## src/hw/irq_ext_pkg.sv

```systemverilog
/*
  Constants, register map and carrier types for the extended interrupt
  enable unit. Assumes an 8-bit special-register bus driven by the core.
*/
package irq_ext_pkg;

  // ----------------------------------------------------------------------
  // register addresses
  // ----------------------------------------------------------------------
  localparam logic [7:0] ADDR_PAGE_STACK_SECOND_ENTRY = 8'h85;
  localparam logic [7:0] ADDR_DMA_MIDPOINT_FLAGS = 8'hD4;
  localparam logic [7:0] ADDR_EXTENDED_IRQ_ENABLE_FIRST = 8'hE6;
  localparam logic [7:0] ADDR_EXTENDED_IRQ_ENABLE_SECOND = 8'hE7;
  localparam logic [7:0] ADDR_CURRENT_PAGE = 8'hA7;
  localparam logic [7:0] ADDR_PAGE_STACK_THIRD_ENTRY = 8'h86;
  localparam logic [7:0] ADDR_CHANNEL_CONFIG = 8'hD5;
  localparam logic [7:0] ADDR_CHANNEL_SELECT = 8'hD6;

  // ----------------------------------------------------------------------
  // reset values
  // ----------------------------------------------------------------------
  localparam logic [7:0] RST_BYTE = 8'h00;
  localparam logic [6:0] RST_CHANNEL_BITS = 7'h00;
  localparam logic [2:0] RST_CHANNEL_SEL = 3'h0;

  // ----------------------------------------------------------------------
  // field positions
  // ----------------------------------------------------------------------
  localparam int BIT_TIMER3 = 7;
  localparam int BIT_COMPARATOR1 = 6;
  localparam int BIT_COMPARATOR0 = 5;
  localparam int BIT_COUNTER_ARRAY = 4;
  localparam int BIT_CONVERSION_DONE = 3;
  localparam int BIT_WINDOW_COMPARE = 2;
  localparam int BIT_RTC_ALARM = 1;
  localparam int BIT_TWOWIRE = 0;
  localparam int BIT_CIPHER = 7;
  localparam int BIT_ENCODER = 6;
  localparam int BIT_DMA = 5;
  localparam int BIT_PULSE_COUNT = 4;
  localparam int BIT_SECOND_SPI = 3;
  localparam int BIT_RTC_OSC_FAIL = 2;
  localparam int BIT_PORT_MATCH = 1;
  localparam int BIT_SUPPLY_WARNING = 0;
  localparam int BIT_MIDPOINT_ENABLE = 6;
  localparam int NUM_CHANNELS = 7;

  // ----------------------------------------------------------------------
  // carriers
  // ----------------------------------------------------------------------
  typedef struct packed {
    logic timer3_low_overflow_flag;
    logic timer3_high_overflow_flag;
    logic comparator1_rise_flag;
    logic comparator1_fall_flag;
    logic comparator0_rise_flag;
    logic comparator0_fall_flag;
    logic counter_array;
    logic conversion_done_flag;
    logic window_compare_flag;
    logic rtc_alarm;
    logic twowire;
    logic cipher;
    logic encoder;
    logic dma;
    logic pulse_count;
    logic second_spi;
    logic rtc_osc_fail;
    logic port_match;
    logic supply_warning;
  } source_flags_s;

  typedef struct packed {
    logic [6:0] transfer_done_event;
    logic [6:0] offset_step;
  } dma_status_s;

endpackage
```

## src/hw/extended_interrupt_enable_unit.sv

```systemverilog
/*
  Extended interrupt enable unit: two enable registers gating sixteen
  request groups, a three-byte page-context stack and the DMA mid-point
  flag bank. Assumes a single-cycle register bus from the core on the
  system clock and level source flags from peripherals on the same clock.
*/
// Behaviour
// - first enable bit 7 gates timer 3 low or high overflow requests.
// - first enable bit 6 gates comparator 1 rise or fall requests.
// - first enable bit 5 gates comparator 0 rise or fall requests.
// - first enable bit 4 gates all counter array requests.
// - first enable bit 3 gates conversion done request.
// - first enable bit 2 gates window compare request.
// - first enable bit 1 gates clock alarm request.
// - first enable bit 0 gates all two-wire bus requests.
// - second enable bit 7 gates cipher engine requests.
// - second enable bit 6 gates encoder requests.
// - second enable bit 5 gates DMA requests.
// - second enable bit 4 gates pulse counter requests.
// - second enable bit 3 gates second SPI requests.
// - second enable bit 2 gates clock oscillator fail request.
// - second enable bit 1 gates port match requests.
// - second enable bit 0 gates supply early warning request.
// - three-entry page stack pushes on entry, pops on return only.
// - byte accesses to stack change only that byte, never shift.
// - second stack byte is page restored on next return; reads back.
// - mid-point flag sets when offset reaches half the transfer size.
// - software clears mid-point flags; bit 7 reads zero.
// - mid-point enable per channel via config bit 6 with selected channel.
module extended_interrupt_enable_unit
  import irq_ext_pkg::*;
(
  input wire logic i_clk_sys, // system clock, 20 MHz
  input wire logic i_resetn, // synchronous reset, active low
  input wire logic [7:0] i_reg_addr, // register address
  input wire logic i_reg_wr, // register write strobe
  input wire logic i_reg_rd, // register read strobe
  input wire logic [7:0] i_reg_wdata, // register write data
  input wire logic i_irq_entry, // core enters an interrupt
  input wire logic i_irq_return, // core returns from interrupt
  input wire logic [7:0] i_entry_page, // page loaded on entry
  input wire source_flags_s i_flags, // peripheral source flags
  input wire logic [6:0] i_dma_active, // channel transfer running
  input wire logic [6:0][15:0] i_offset, // channel offset address
  input wire logic [6:0][15:0] i_size, // channel transfer size
  output logic [7:0] o_reg_rdata, // register read data
  output logic [7:0] o_current_page, // current page to decode
  output logic [15:0] o_irq_req // gated requests to core
);

  // ----------------------------------------------------------------------
  // enable registers
  // ----------------------------------------------------------------------
  logic [7:0] extended_irq_enable_first;
  logic [7:0] extended_irq_enable_second;

  always_ff @(posedge i_clk_sys) begin
    if (!i_resetn) begin
      extended_irq_enable_first <= RST_BYTE;
      extended_irq_enable_second <= RST_BYTE;
    end else if (i_reg_wr) begin
      if (i_reg_addr == ADDR_EXTENDED_IRQ_ENABLE_FIRST) begin
        extended_irq_enable_first <= i_reg_wdata;
      end
      if (i_reg_addr == ADDR_EXTENDED_IRQ_ENABLE_SECOND) begin
        extended_irq_enable_second <= i_reg_wdata;
      end
    end
  end

  // ----------------------------------------------------------------------
  // page context stack
  // ----------------------------------------------------------------------
  logic [7:0] current_page;
  logic [7:0] page_stack_second_entry;
  logic [7:0] page_stack_third_entry;

  always_ff @(posedge i_clk_sys) begin
    if (!i_resetn) begin
      current_page <= RST_BYTE;
      page_stack_second_entry <= RST_BYTE;
      page_stack_third_entry <= RST_BYTE;
    end else if (i_irq_entry) begin
      current_page <= i_entry_page;
      page_stack_second_entry <= current_page;
      page_stack_third_entry <= page_stack_second_entry;
    end else if (i_irq_return) begin
      current_page <= page_stack_second_entry;
      page_stack_second_entry <= page_stack_third_entry;
    end else if (i_reg_wr) begin
      // byte writes never shift the stack
      case (i_reg_addr)
        ADDR_CURRENT_PAGE: current_page <= i_reg_wdata;
        ADDR_PAGE_STACK_SECOND_ENTRY: page_stack_second_entry <= i_reg_wdata;
        ADDR_PAGE_STACK_THIRD_ENTRY: page_stack_third_entry <= i_reg_wdata;
        default: ;
      endcase
    end
  end

  // ----------------------------------------------------------------------
  // DMA channel config and mid-point flags
  // ----------------------------------------------------------------------
  logic [2:0] channel_select_field;
  logic [6:0] midpoint_enable;
  logic [6:0] channel_midpoint_flag;
  logic [6:0] midpoint_hit;
  logic [6:0] hit_seen;

  // threshold: half of size, odd sizes rounded up
  function automatic logic [15:0] half_size(input logic [15:0] size);
    half_size = (size >> 1) + {15'h0000, size[0]};
  endfunction

  always_comb begin
    for (int c = 0; c < NUM_CHANNELS; c++) begin
      midpoint_hit[c] = i_dma_active[c] &&
        (i_offset[c] == half_size(i_size[c]));
    end
  end

  always_ff @(posedge i_clk_sys) begin
    if (!i_resetn) begin
      channel_select_field <= RST_CHANNEL_SEL;
      midpoint_enable <= RST_CHANNEL_BITS;
    end else if (i_reg_wr) begin
      if (i_reg_addr == ADDR_CHANNEL_SELECT) begin
        channel_select_field <= i_reg_wdata[2:0];
      end
      if (i_reg_addr == ADDR_CHANNEL_CONFIG &&
          channel_select_field < 3'h7) begin
        midpoint_enable[channel_select_field] <=
          i_reg_wdata[BIT_MIDPOINT_ENABLE];
      end
    end
  end

  // one set per reach of the threshold, not per cycle held there
  always_ff @(posedge i_clk_sys) begin
    if (!i_resetn) begin
      hit_seen <= RST_CHANNEL_BITS;
    end else begin
      hit_seen <= midpoint_hit;
    end
  end

  always_ff @(posedge i_clk_sys) begin
    if (!i_resetn) begin
      channel_midpoint_flag <= RST_CHANNEL_BITS;
    end else begin
      for (int c = 0; c < NUM_CHANNELS; c++) begin
        if (midpoint_hit[c] && !hit_seen[c]) begin
          channel_midpoint_flag[c] <= 1'b1; // set wins over clear
        end else if (i_reg_wr && i_reg_addr == ADDR_DMA_MIDPOINT_FLAGS) begin
          channel_midpoint_flag[c] <= i_reg_wdata[c];
        end
      end
    end
  end

  // ----------------------------------------------------------------------
  // request gating
  // ----------------------------------------------------------------------
  logic [15:0] next_irq_req;
  logic dma_request;

  always_comb begin
    dma_request = i_flags.dma ||
      (|(channel_midpoint_flag & midpoint_enable));
    next_irq_req[15] = extended_irq_enable_first[BIT_TIMER3] &&
      (i_flags.timer3_low_overflow_flag ||
       i_flags.timer3_high_overflow_flag);
    next_irq_req[14] = extended_irq_enable_first[BIT_COMPARATOR1] &&
      (i_flags.comparator1_rise_flag ||
       i_flags.comparator1_fall_flag);
    next_irq_req[13] = extended_irq_enable_first[BIT_COMPARATOR0] &&
      (i_flags.comparator0_rise_flag ||
       i_flags.comparator0_fall_flag);
    next_irq_req[12] = extended_irq_enable_first[BIT_COUNTER_ARRAY] &&
      i_flags.counter_array;
    next_irq_req[11] = extended_irq_enable_first[BIT_CONVERSION_DONE] &&
      i_flags.conversion_done_flag;
    next_irq_req[10] = extended_irq_enable_first[BIT_WINDOW_COMPARE] &&
      i_flags.window_compare_flag;
    next_irq_req[9] = extended_irq_enable_first[BIT_RTC_ALARM] &&
      i_flags.rtc_alarm;
    next_irq_req[8] = extended_irq_enable_first[BIT_TWOWIRE] &&
      i_flags.twowire;
    next_irq_req[7] = extended_irq_enable_second[BIT_CIPHER] &&
      i_flags.cipher;
    next_irq_req[6] = extended_irq_enable_second[BIT_ENCODER] &&
      i_flags.encoder;
    next_irq_req[5] = extended_irq_enable_second[BIT_DMA] &&
      dma_request;
    next_irq_req[4] = extended_irq_enable_second[BIT_PULSE_COUNT] &&
      i_flags.pulse_count;
    next_irq_req[3] = extended_irq_enable_second[BIT_SECOND_SPI] &&
      i_flags.second_spi;
    next_irq_req[2] = extended_irq_enable_second[BIT_RTC_OSC_FAIL] &&
      i_flags.rtc_osc_fail;
    next_irq_req[1] = extended_irq_enable_second[BIT_PORT_MATCH] &&
      i_flags.port_match;
    next_irq_req[0] = extended_irq_enable_second[BIT_SUPPLY_WARNING] &&
      i_flags.supply_warning;
  end

  always_ff @(posedge i_clk_sys) begin
    if (!i_resetn) begin
      o_irq_req <= 16'h0000;
    end else begin
      o_irq_req <= next_irq_req;
    end
  end

  always_ff @(posedge i_clk_sys) begin
    if (!i_resetn) begin
      o_current_page <= RST_BYTE;
    end else begin
      o_current_page <= current_page;
    end
  end

  // ----------------------------------------------------------------------
  // read path
  // ----------------------------------------------------------------------
  logic [7:0] next_rdata;

  always_comb begin
    case (i_reg_addr)
      ADDR_EXTENDED_IRQ_ENABLE_FIRST: next_rdata = extended_irq_enable_first;
      ADDR_EXTENDED_IRQ_ENABLE_SECOND: next_rdata = extended_irq_enable_second;
      ADDR_CURRENT_PAGE: next_rdata = current_page;
      ADDR_PAGE_STACK_SECOND_ENTRY: next_rdata = page_stack_second_entry;
      ADDR_PAGE_STACK_THIRD_ENTRY: next_rdata = page_stack_third_entry;
      ADDR_DMA_MIDPOINT_FLAGS: next_rdata = {1'b0, channel_midpoint_flag};
      ADDR_CHANNEL_SELECT: next_rdata = {5'h00, channel_select_field};
      ADDR_CHANNEL_CONFIG: next_rdata =
        (channel_select_field < 3'h7 && midpoint_enable[channel_select_field])
        ? 8'h40 : 8'h00;
      default: next_rdata = 8'h00;
    endcase
  end

  always_ff @(posedge i_clk_sys) begin
    if (!i_resetn) begin
      o_reg_rdata <= RST_BYTE;
    end else if (i_reg_rd) begin
      o_reg_rdata <= next_rdata;
    end
  end

  // ----------------------------------------------------------------------
  // checks
  // ----------------------------------------------------------------------
  a_timer3_gate: assert property (
    @(posedge i_clk_sys) disable iff (!i_resetn)
    extended_irq_enable_first[BIT_TIMER3] &&
    (i_flags.timer3_low_overflow_flag || i_flags.timer3_high_overflow_flag)
    |=> o_irq_req[15])
    else $error("timer 3 request blocked");
  a_comp1_pass: assert property (
    @(posedge i_clk_sys) disable iff (!i_resetn)
    extended_irq_enable_first[BIT_COMPARATOR1] &&
    (i_flags.comparator1_rise_flag || i_flags.comparator1_fall_flag)
    |=> o_irq_req[14])
    else $error("comparator 1 request blocked");
  a_comp0_pass: assert property (
    @(posedge i_clk_sys) disable iff (!i_resetn)
    extended_irq_enable_first[BIT_COMPARATOR0] &&
    (i_flags.comparator0_rise_flag || i_flags.comparator0_fall_flag)
    |=> o_irq_req[13])
    else $error("comparator 0 request blocked");
  a_counter_pass: assert property (
    @(posedge i_clk_sys) disable iff (!i_resetn)
    extended_irq_enable_first[BIT_COUNTER_ARRAY] &&
    i_flags.counter_array |=> o_irq_req[12])
    else $error("counter array request blocked");
  a_conv_pass: assert property (
    @(posedge i_clk_sys) disable iff (!i_resetn)
    extended_irq_enable_first[BIT_CONVERSION_DONE] &&
    i_flags.conversion_done_flag |=> o_irq_req[11])
    else $error("conversion done request blocked");
  a_window_pass: assert property (
    @(posedge i_clk_sys) disable iff (!i_resetn)
    extended_irq_enable_first[BIT_WINDOW_COMPARE] &&
    i_flags.window_compare_flag |=> o_irq_req[10])
    else $error("window compare request blocked");
  a_alarm_pass: assert property (
    @(posedge i_clk_sys) disable iff (!i_resetn)
    extended_irq_enable_first[BIT_RTC_ALARM] &&
    i_flags.rtc_alarm |=> o_irq_req[9])
    else $error("clock alarm request blocked");
  a_twowire_pass: assert property (
    @(posedge i_clk_sys) disable iff (!i_resetn)
    extended_irq_enable_first[BIT_TWOWIRE] && i_flags.twowire |=> o_irq_req[8])
    else $error("two-wire request blocked");
  a_cipher_pass: assert property (
    @(posedge i_clk_sys) disable iff (!i_resetn)
    extended_irq_enable_second[BIT_CIPHER] && i_flags.cipher |=> o_irq_req[7])
    else $error("cipher request blocked");
  a_encoder_pass: assert property (
    @(posedge i_clk_sys) disable iff (!i_resetn)
    extended_irq_enable_second[BIT_ENCODER] &&
    i_flags.encoder |=> o_irq_req[6])
    else $error("encoder request blocked");
  a_dma_pass: assert property (
    @(posedge i_clk_sys) disable iff (!i_resetn)
    extended_irq_enable_second[BIT_DMA] && i_flags.dma |=> o_irq_req[5])
    else $error("dma request blocked");
  a_pulse_pass: assert property (
    @(posedge i_clk_sys) disable iff (!i_resetn)
    extended_irq_enable_second[BIT_PULSE_COUNT] &&
    i_flags.pulse_count |=> o_irq_req[4])
    else $error("pulse counter request blocked");
  a_spi_pass: assert property (
    @(posedge i_clk_sys) disable iff (!i_resetn)
    extended_irq_enable_second[BIT_SECOND_SPI] &&
    i_flags.second_spi |=> o_irq_req[3])
    else $error("second spi request blocked");
  a_oscfail_pass: assert property (
    @(posedge i_clk_sys) disable iff (!i_resetn)
    extended_irq_enable_second[BIT_RTC_OSC_FAIL] &&
    i_flags.rtc_osc_fail |=> o_irq_req[2])
    else $error("oscillator fail request blocked");
  a_match_pass: assert property (
    @(posedge i_clk_sys) disable iff (!i_resetn)
    extended_irq_enable_second[BIT_PORT_MATCH] &&
    i_flags.port_match |=> o_irq_req[1])
    else $error("port match request blocked");
  a_warning_pass: assert property (
    @(posedge i_clk_sys) disable iff (!i_resetn)
    extended_irq_enable_second[BIT_SUPPLY_WARNING] &&
    i_flags.supply_warning |=> o_irq_req[0])
    else $error("supply warning request blocked");
  a_gate_masked: assert property (
    @(posedge i_clk_sys) disable iff (!i_resetn)
    1'b1 |=> (o_irq_req & ~{$past(extended_irq_enable_first),
      $past(extended_irq_enable_second)}) == 16'h0000)
    else $error("request passed while masked");
  a_stack_push: assert property (
    @(posedge i_clk_sys) disable iff (!i_resetn)
    i_irq_entry |=> current_page == $past(i_entry_page) &&
    page_stack_second_entry == $past(current_page) &&
    page_stack_third_entry == $past(page_stack_second_entry))
    else $error("stack push wrong");
  a_stack_pop: assert property (
    @(posedge i_clk_sys) disable iff (!i_resetn)
    i_irq_return && !i_irq_entry |=>
    current_page == $past(page_stack_second_entry) &&
    page_stack_second_entry == $past(page_stack_third_entry))
    else $error("stack pop wrong");
  a_stack_still: assert property (
    @(posedge i_clk_sys) disable iff (!i_resetn)
    !i_irq_entry && !i_irq_return && !i_reg_wr |=>
    $stable(current_page) && $stable(page_stack_second_entry) &&
    $stable(page_stack_third_entry))
    else $error("stack moved without cause");
  a_stack_write: assert property (
    @(posedge i_clk_sys) disable iff (!i_resetn)
    i_reg_wr && i_reg_addr == ADDR_PAGE_STACK_SECOND_ENTRY &&
    !i_irq_entry && !i_irq_return |=>
    page_stack_second_entry == $past(i_reg_wdata) &&
    $stable(current_page) && $stable(page_stack_third_entry))
    else $error("stack byte write wrong");
  a_flag_sets: assert property (
    @(posedge i_clk_sys) disable iff (!i_resetn)
    midpoint_hit[0] && !hit_seen[0] |=> channel_midpoint_flag[0])
    else $error("mid-point flag not set");
  a_flag_bit7_zero: assert property (
    @(posedge i_clk_sys) disable iff (!i_resetn)
    i_reg_rd && i_reg_addr == ADDR_DMA_MIDPOINT_FLAGS |=>
    !o_reg_rdata[7])
    else $error("flag bit 7 read nonzero");
  a_flag_sticky: assert property (
    @(posedge i_clk_sys) disable iff (!i_resetn)
    channel_midpoint_flag[0] && !(i_reg_wr &&
    i_reg_addr == ADDR_DMA_MIDPOINT_FLAGS) |=> channel_midpoint_flag[0])
    else $error("mid-point flag cleared by hardware");
  a_flag_clear: assert property (
    @(posedge i_clk_sys) disable iff (!i_resetn)
    i_reg_wr && i_reg_addr == ADDR_DMA_MIDPOINT_FLAGS &&
    !i_reg_wdata[0] && !midpoint_hit[0] |=> !channel_midpoint_flag[0])
    else $error("mid-point flag not cleared");
  a_dma_midpoint_req: assert property (
    @(posedge i_clk_sys) disable iff (!i_resetn)
    extended_irq_enable_second[BIT_DMA] &&
    (|(channel_midpoint_flag & midpoint_enable)) |=> o_irq_req[5])
    else $error("mid-point request blocked");

endmodule

```

## config.mk

```make
export PLATFORM = sky130hd
export DESIGN_NAME = extended_interrupt_enable_unit
export DESIGN_NICKNAME = d
export VERILOG_FILES = /design/src/hw/irq_ext_pkg.sv /design/src/hw/extended_interrupt_enable_unit.sv
export SDC_FILE = /design/constraint.sdc
export NUM_CORES = 1
export LEC_CHECK = 0
export BUFFER_PORTS_ARGS = -buffer_cell sky130_fd_sc_hd__buf_2
export CORE_MARGIN = 1.5
export CORE_UTILIZATION = 45
export CTS_CLUSTER_SIZE = 12
export DETAILED_ROUTE_END_ITERATION = 8
export PLACE_DENSITY_LB_ADDON = 0.25
export SYNTH_ARGS = -nofsm -noshare
export SYNTH_HDL_FRONTEND = slang
export SYNTH_SLANG_ARGS = --single-unit
```

## constraint.sdc

```tcl
create_clock -name i_clk_sys -period 2.2 [get_ports i_clk_sys]
set_input_delay 0.33 -clock i_clk_sys [delete_from_list [all_inputs] [get_ports i_clk_sys]]
set_output_delay 0.33 -clock i_clk_sys [all_outputs]
set_load 0.005 [all_outputs]
```

Word-level counts from Yosys, hierarchy flattened
Cells that the tools add are included.

Bitwise operators: 1. Muxes and demuxes: 33. Magnitude comparators: 3. Equality and inequality tests: 16. Reduce and logical (&&, ||, !) cells: 65. $add $sub $neg: 7.

Operator list (number): adder 15 x 1 -> 16 bit (7); equality test 16 bit (7); 2-to-1 mux 8 bit (12); equality test 8 bit (second input constant) (8); case mux 8 bit (8 select lines) (1); logical AND 1 bit (34); nonzero test 2 bit (9); 2-to-1 mux 1 bit (16); AND reduction 2 bit (6); nonzero test 3 bit (3); AND 7 bit (1); bitwise mux 7 bit (1); logical NOT 1 bit (7); 2-to-1 mux 7 bit (1); OR reduction 7 bit (1); logical OR 1 bit (4); < comparator 3 x 4 -> 1 bit (second input constant) (1); binary-select mux 1 bit (select 3 bit) (1); demux 1 bit (select 3 bit) (1); greater-or-equal comparator 3 x 1 -> 1 bit (second input constant) (1); < comparator 3 bit (second input constant) (1); AND reduction 3 bit (1); != test 2 bit (second input constant) (1).

Register bits after elaboration: 96.

Longest topological paths before layout
Gate-level depths: netlist of the first run.

Word-level depth: 5. Depth in mapped cells: 9.

Worst setup path before layout of the first run
No wires, ideal clock.

Path type: input to register. From: input i_size[80] (netlist bit). To: register channel_midpoint_flag[5]. Stages on the path: 8. Arrival time: 2.233 ns. Path buffers: 0. Path slack: -0.126 ns. Cells stage by stage: ha_1 -> ha_1 -> nand4_1 -> or4_1 -> nand3_1 -> a31oi_1 -> or4_1 -> o32ai_1.

Longest elaborated chain between the ends: 5.

RTL lines: start: declaration (RTL line extended_interrupt_enable_unit.sv:45) `input wire logic [6:0][15:0] i_size,`; adder 15 x 1 -> 16 bit * (RTL line extended_interrupt_enable_unit.sv:112) `half_size = (size >> 1) + {15'h0000, size[0]};`; equality test 16 bit * (RTL line extended_interrupt_enable_unit.sv:118) `(i_offset[c] == half_size(i_size[c]));`; logical AND 1 bit * (RTL line extended_interrupt_enable_unit.sv:117) `midpoint_hit[c] = i_dma_active[c] &&`; logical AND 1 bit * (RTL line extended_interrupt_enable_unit.sv:152) `if (midpoint_hit[c] && !hit_seen[c]) begin`; 2-to-1 mux 1 bit / nonzero test 2 bit (equally long branches); end signal: indexed assignment (RTL line extended_interrupt_enable_unit.sv:155) `channel_midpoint_flag[c] <= i_reg_wdata[c];`; end: declaration (RTL line extended_interrupt_enable_unit.sv:106) `logic [6:0] channel_midpoint_flag;`.

Mark *: on every way between the ends. The rest lies on a longest branch, timed or not. A chain may end at the register's enable or synchronous reset.

Final worst setup path of the first run
Ends and elaborated chain as after synthesis.

==> results of run 1 <==
[critical path, cell delays in order]
cell and delay, ns:
buf_2 0.10, ha_4 0.15, ha_4 0.13, nand4_1 0.19, nor4_2 0.33, xnor2_1 0.17, o2111ai_1 0.14, or4_1 0.57
o32ai_1 0.22
[per-layer routing]
layer  GRT usage (%)  routed length (um)  vias to the layer above
met1            31.6               10200                     3902
met4            8.72                 679                        2
met2            49.2               12300                      290
li1                -                   -                     4376
met3            4.91                1580                       49
met5               0                  13                        -
[sequential cells by signal, summed over array words and instances (netlist names), 8 cells and up]
signal                      count
page_stack_second_entry         8
o_current_page                  8
extended_irq_enable_second      8
current_page                    8
extended_irq_enable_first       8
page_stack_third_entry          8
o_reg_rdata                     8
o_irq_req                      16
[cells in the mapped netlist, types with 18 or more instances]
master / instances
xor2_1: 55
nand4_1: 29
mux2i_1: 70
dfxtp_1: 96
clkbuf_1: 33
o21ai_0: 28
a21oi_1: 47
xnor2_1: 84
and3_1: 26
inv_1: 18
nor3_1: 19
nand3_1: 48
nand2_1: 66
nor2_1: 103
[area by class of cell]
cell class / instances / area (sq um) / share of cell area, %
multi-input combinational: 826 / 5690 / 53.8
timing repair buffer: 402 / 2260 / 21.4
sequential: 96 / 1920 / 18.2
tap: 220 / 275 / 2.60
clock buffer: 9 / 225 / 2.13
clock inverter: 7 / 125 / 1.18
inverter: 18 / 67.6 / 0.639
antenna: 1 / 2.50 / 0.0237
[kinds of logic (layout without fill, tap and decap cells)]
kind of cell	count (synthesis)	in the layout	share of synthesized area [%]
and+or+nand+nor	404	404	27.3
AOI/OAI and AO/OA	190	190	16.8
xor gates and xnor gates	139	139	15.7
DFF	96	96	24.7
muxes	79	79	10.5
buffers and inverters	56	436	2.77
adders and majority gates	14	14	2.25
other	0	1	0
[power groups by stage]
stage | sequential (mW) | clock [mW] | combinational (mW)
finish | 1.82 | 1.84 | 1.24
global route | 1.82 | 1.93 | 1.37
CTS | 1.82 | 1.87 | 1.23
detailed placement | 1.86 | 0 | 1.23
global placement | 1.85 | 0 | 1.21
floorplan | 1.84 | 0 | 0.637
[metrics by stage]
| step | util (%) | instances |
|---|---|---|
| 2_1_floorplan | - | 978 |
| 3_3_place_gp | 61.1 | 1562 |
| 3_5_place_dp | 61.1 | 1562 |
| 4_1_cts | 63.2 | 1578 |
| 5_1_grt | 63.3 | 1579 |
| 6_report | 63.3 | 1579 |
[worst paths after layout]
kind | startpoint | to | slack (ns)
worst max-delay path | i_size[80] | channel_midpoint_flag[5] | 0.14
worst max register to register | channel_select_field[2] | o_reg_rdata[6] | 0.57
worst min-delay path | i_flags[18] | o_irq_req[15] | 0.19
worst min register to register | hit_seen[0] | channel_midpoint_flag[0] | 0.41
==> impl_results.md, run 1 <==
- Tot Pwr: 4.89 mW
- Final Instance Area: 10600 sq um
- Critical Path RT: 2.47 ns
- Post-Place Cell Area: 10200 sq um
- Setup-failing EPs final: 0
- Int Power: 3.51 mW
- Final min period: 2.06 ns
- Core area: 16700 sq um
- Syn avg cell area: 7.95 sq um
- Post-synth EDFFs: 0
- Yosys top cell by area: dfxtp_1
- Register-to-Register Path Depth: 5
- Highest Clock Rate: 485 MHz
- Crit path kind: primary input to flop
- Worst Max-Slew Pin Slew: 0.963 ns
- # clock sinks: 96
- First-pass GRT wire length: 39200 um
- Die height: 134 um
- Fin. Hold Viols: 0
- Wire length per cell: 15.6 um
- Period utilisation layout: 93.7%
- Outcome: finished clean
- Setup WS post-layout: 0.139 ns
- Antenna violations before repair: 3
- FFs w/ async S/R, synth: 0%
- Synth top area share: 24.7%
- Seq/Total Area, Yosys: 24.7%
- Pre-antenna DRT Iters: 4
- Clock root buffer: clkbuf_16
- Hpwl dp: 20100 um
- Synth Flop Type: dfxtp_1
- Post-layout net count: 1647
- Share of layout cells above drive strength 1: 32.5%
- Synth area leaders: dfxtp_1 (25%), xnor2_1 (9.5%), mux2i_1 (9.0%)
- Vias per inst: 5.46
- I/O Buffers: 311
- Post-CTS setup buffer count: 0
- Synth Cell Area: 7770 sq um
- VDD IR-drop max: 0.412 mV
- Power Density: 463 nW/um^2
- FILL cells: 1488
- Skew-Pair Late Insertion Delay: 0.36 ns
- Final wirelength: 24700 um
- Area growth syn-to-layout: 36.0%
- Hold_ws: 0.190 ns
- Pre-CTS WS: -0.206 ns
- Post-route DRC: 0
- Placer Congestion: 0.935
- CTS tree: yes
- P_leak: 4.73 nW
- Clock slew at reported path FFs: 0.07 ns
- Inserted Clock Buffers: 9
- Cell row count: 47
- P_sw: 1.38 mW
- Max-capacitance violation count: 0
- Cts hold-fix bufs: 0
- Comb pwr share: 25.3%
- Syn. warnings: 0
- Worst setup EP type: flop
- Worst-path maximum fanout: 4
- Starting density of the core: 46.5%
- Flop pwr share: 37.1%
- Post-DRT Antenna Nets: 0
- Worst min-delay path class: primary input to flop
- Hold Path Depth: 2
- Slew HR: 35.4%
- Number of global-route vias before repair: 8399
- Post-CTS sizing: 0
- Syn Nets: 1272
- WP data arrival: 2.33 ns
- Die W: 134 um
- GR Overflow Total: 0
- Post-synth cell types: 69
- Die area: 18100 sq um
- Clock share of power: 37.6%
- Final Skew: 0.00843 ns
- Net Sw Frac: 28.2%
- Clock tree buffer depth: 2
- Top Ports: 312
- Largest net degree at the start of global routing: 58
- Most frequent cells in the layout: buf_2 (311), nor2_1 (103), dfxtp_1 (96)
- Most common cell after layout, fill and taps aside: buf_2
- GRT Overall Usage: 26.9%
- Startpoint Class: primary input
- Syn Inst Count: 978
- Number of vias in the routed layout: 8619
- Max Transition Viols Final: 0
- Setup TNS: 0 ns
- Seq cells post-synth: 96
- First-iteration detailed-routing DRC count: 429
- H-Tree Depth: 3
(Power assumes the default switching activity.)
==> run 2: changes to the inputs <==
--- a/config.mk
+++ b/config.mk
@@ -12,4 +12,5 @@
 export DETAILED_ROUTE_END_ITERATION = 8
 export PLACE_DENSITY_LB_ADDON = 0.25
+export SLEW_MARGIN = 40
 export SYNTH_ARGS = -nofsm -noshare
 export SYNTH_HDL_FRONTEND = slang
==> constraint.sdc (replaced) <==
create_clock -name i_clk_sys -period 2.2 [get_ports i_clk_sys]
set_input_delay 0.22 -clock i_clk_sys [delete_from_list [all_inputs] [get_ports i_clk_sys]]
set_output_delay 0.22 -clock i_clk_sys [all_outputs]
set_load 0.005 [all_outputs]
==> impl_results.md, run 2 (synthesis results as in run 1) <==
- Pre-CTS WS: -0.254 ns
- Die W: 134 um
- Final wirelength: 24100 um
- Fin. Hold Viols: 0
- GR Overflow Total: 0
- Setup TNS: 0 ns
- Hpwl dp: 19700 um
- Final min period: 2.04 ns
- Vias per inst: 5.57
- WP data arrival: 2.28 ns
- Wire length per cell: 15.6 um
- Crit path kind: primary input to flop
- Setup WS post-layout: 0.164 ns
- Clock tree buffer depth: 2
- Slew HR: 58.4%
- I/O Buffers: 311
- Power Density: 441 nW/um^2
- Die height: 134 um
- First-iteration detailed-routing DRC count: 486
- P_leak: 4.52 nW
- Hold_ws: 0.101 ns
- Worst-path maximum fanout: 4
- Highest Clock Rate: 491 MHz
- Largest net degree at the start of global routing: 59
- Number of vias in the routed layout: 8587
- Setup-failing EPs final: 0
- Core area: 16700 sq um
- Outcome: finished clean
- Share of layout cells above drive strength 1: 30.2%
- Skew-Pair Late Insertion Delay: 0.34 ns
- Fin util: 60.9%
- Max Transition Viols Final: 0
- Worst Max-Slew Pin Slew: 0.622 ns
- Pre-antenna DRT Iters: 5
- CTS tree: yes
- Top reg by flops: o_irq_req
- Area growth syn-to-layout: 30.9%
- Max-capacitance violation count: 0
- Cell row count: 47
- Startpoint Class: primary input
- GRT Overall Usage: 26.0%
- Post-CTS setup buffer count: 0
- Max reg flops: 16
- Post-layout net count: 1608
- VDD IR-drop max: 0.377 mV
- Clock root buffer: clkbuf_16
- Worst setup EP type: flop
- Starting density of the core: 46.5%
- RSZ-0062 raised after global routing: false
- Final Skew: 0.00536 ns
- FILL cells: 1546
- First-pass GRT wire length: 38500 um
- Period utilisation layout: 92.5%
- Antenna violations before repair: 4
- Inserted Clock Buffers: 9
- # clock sinks: 96
- Number of global-route vias before repair: 8125
- Worst min-delay path class: primary input to flop
- Post-route DRC: 0
- Post-DRT Antenna Nets: 0
- H-Tree Depth: 3
- Tot Pwr: 4.48 mW
- Clock slew at reported path FFs: 0.07 ns
- Die area: 18100 sq um
- Most common cell after layout, fill and taps aside: buf_2
- Most frequent cells in the layout: buf_2 (311), nor2_1 (103), dfxtp_1 (96)
- Placer Congestion: 0.915
- Top Ports: 312
- Critical Path RT: 2.45 ns
==> run 2: per-layer routing <==
metal / GRT usage (%) / part of all wire, %
met2: 46.8 / 50
met5: 0 / 0
met4: 6.81 / 1.5
met3: 4.72 / 7.0
met1: 31.7 / 41
==> run 2: through the flow <==
step | cell area (sq um) | instances
2_1_floorplan | 7770 | 978
3_3_place_gp | 9860 | 1523
3_5_place_dp | 9870 | 1523
4_1_cts | 10100 | 1539
5_1_grt | 10200 | 1542
6_report | 10200 | 1543
==> run 2: final timing paths <==
| check | startpoint | slack (ns) | cells after the start | endpoint |
|---|---|---|---|---|
| max | i_size[81] | 0.16 | 9 | channel_midpoint_flag[5] |
| min | i_flags[0] | 0.10 | 2 | o_irq_req[0] |
| max reg2reg | channel_select_field[2] | 0.58 | 5 | o_reg_rdata[6] |
| min reg2reg | hit_seen[0] | 0.43 | 1 | channel_midpoint_flag[0] |
==> run 2: power breakdown <==
part,total [mW],internal [mW],switching [mW]
sequential,1.82,1.78,0.0384
clock,1.49,0.780,0.705
combinational,1.18,0.565,0.614
==> run 2: worst max-delay path: stages <==
cell	delay, ns
buf_2	0.10
ha_1	0.18
ha_2	0.18
nand4_1	0.18
or4_1	0.55
nand3_1	0.10
a31oi_1	0.08
or4_1	0.45
o32ai_1	0.24
==> run 2: final cells by class <==
class | instances | area [sq um] | share of cell area, %
repair buffers | 363 | 1960 | 19.3
diodes | 4 | 10.0 | 0.0984
flip-flops and latches | 96 | 1920 | 18.9
clock inverters | 7 | 56.3 | 0.553
multi-input cells | 826 | 5660 | 55.6
clock buffers | 9 | 225 | 2.21
inverters | 18 | 67.6 | 0.664
well taps | 220 | 275 | 2.71
==> run 2: what timing repair did <==
action                     CTS  global route
setup endpoints to repair    0             1
gates resized for setup      0             2
hold buffers                 0             0
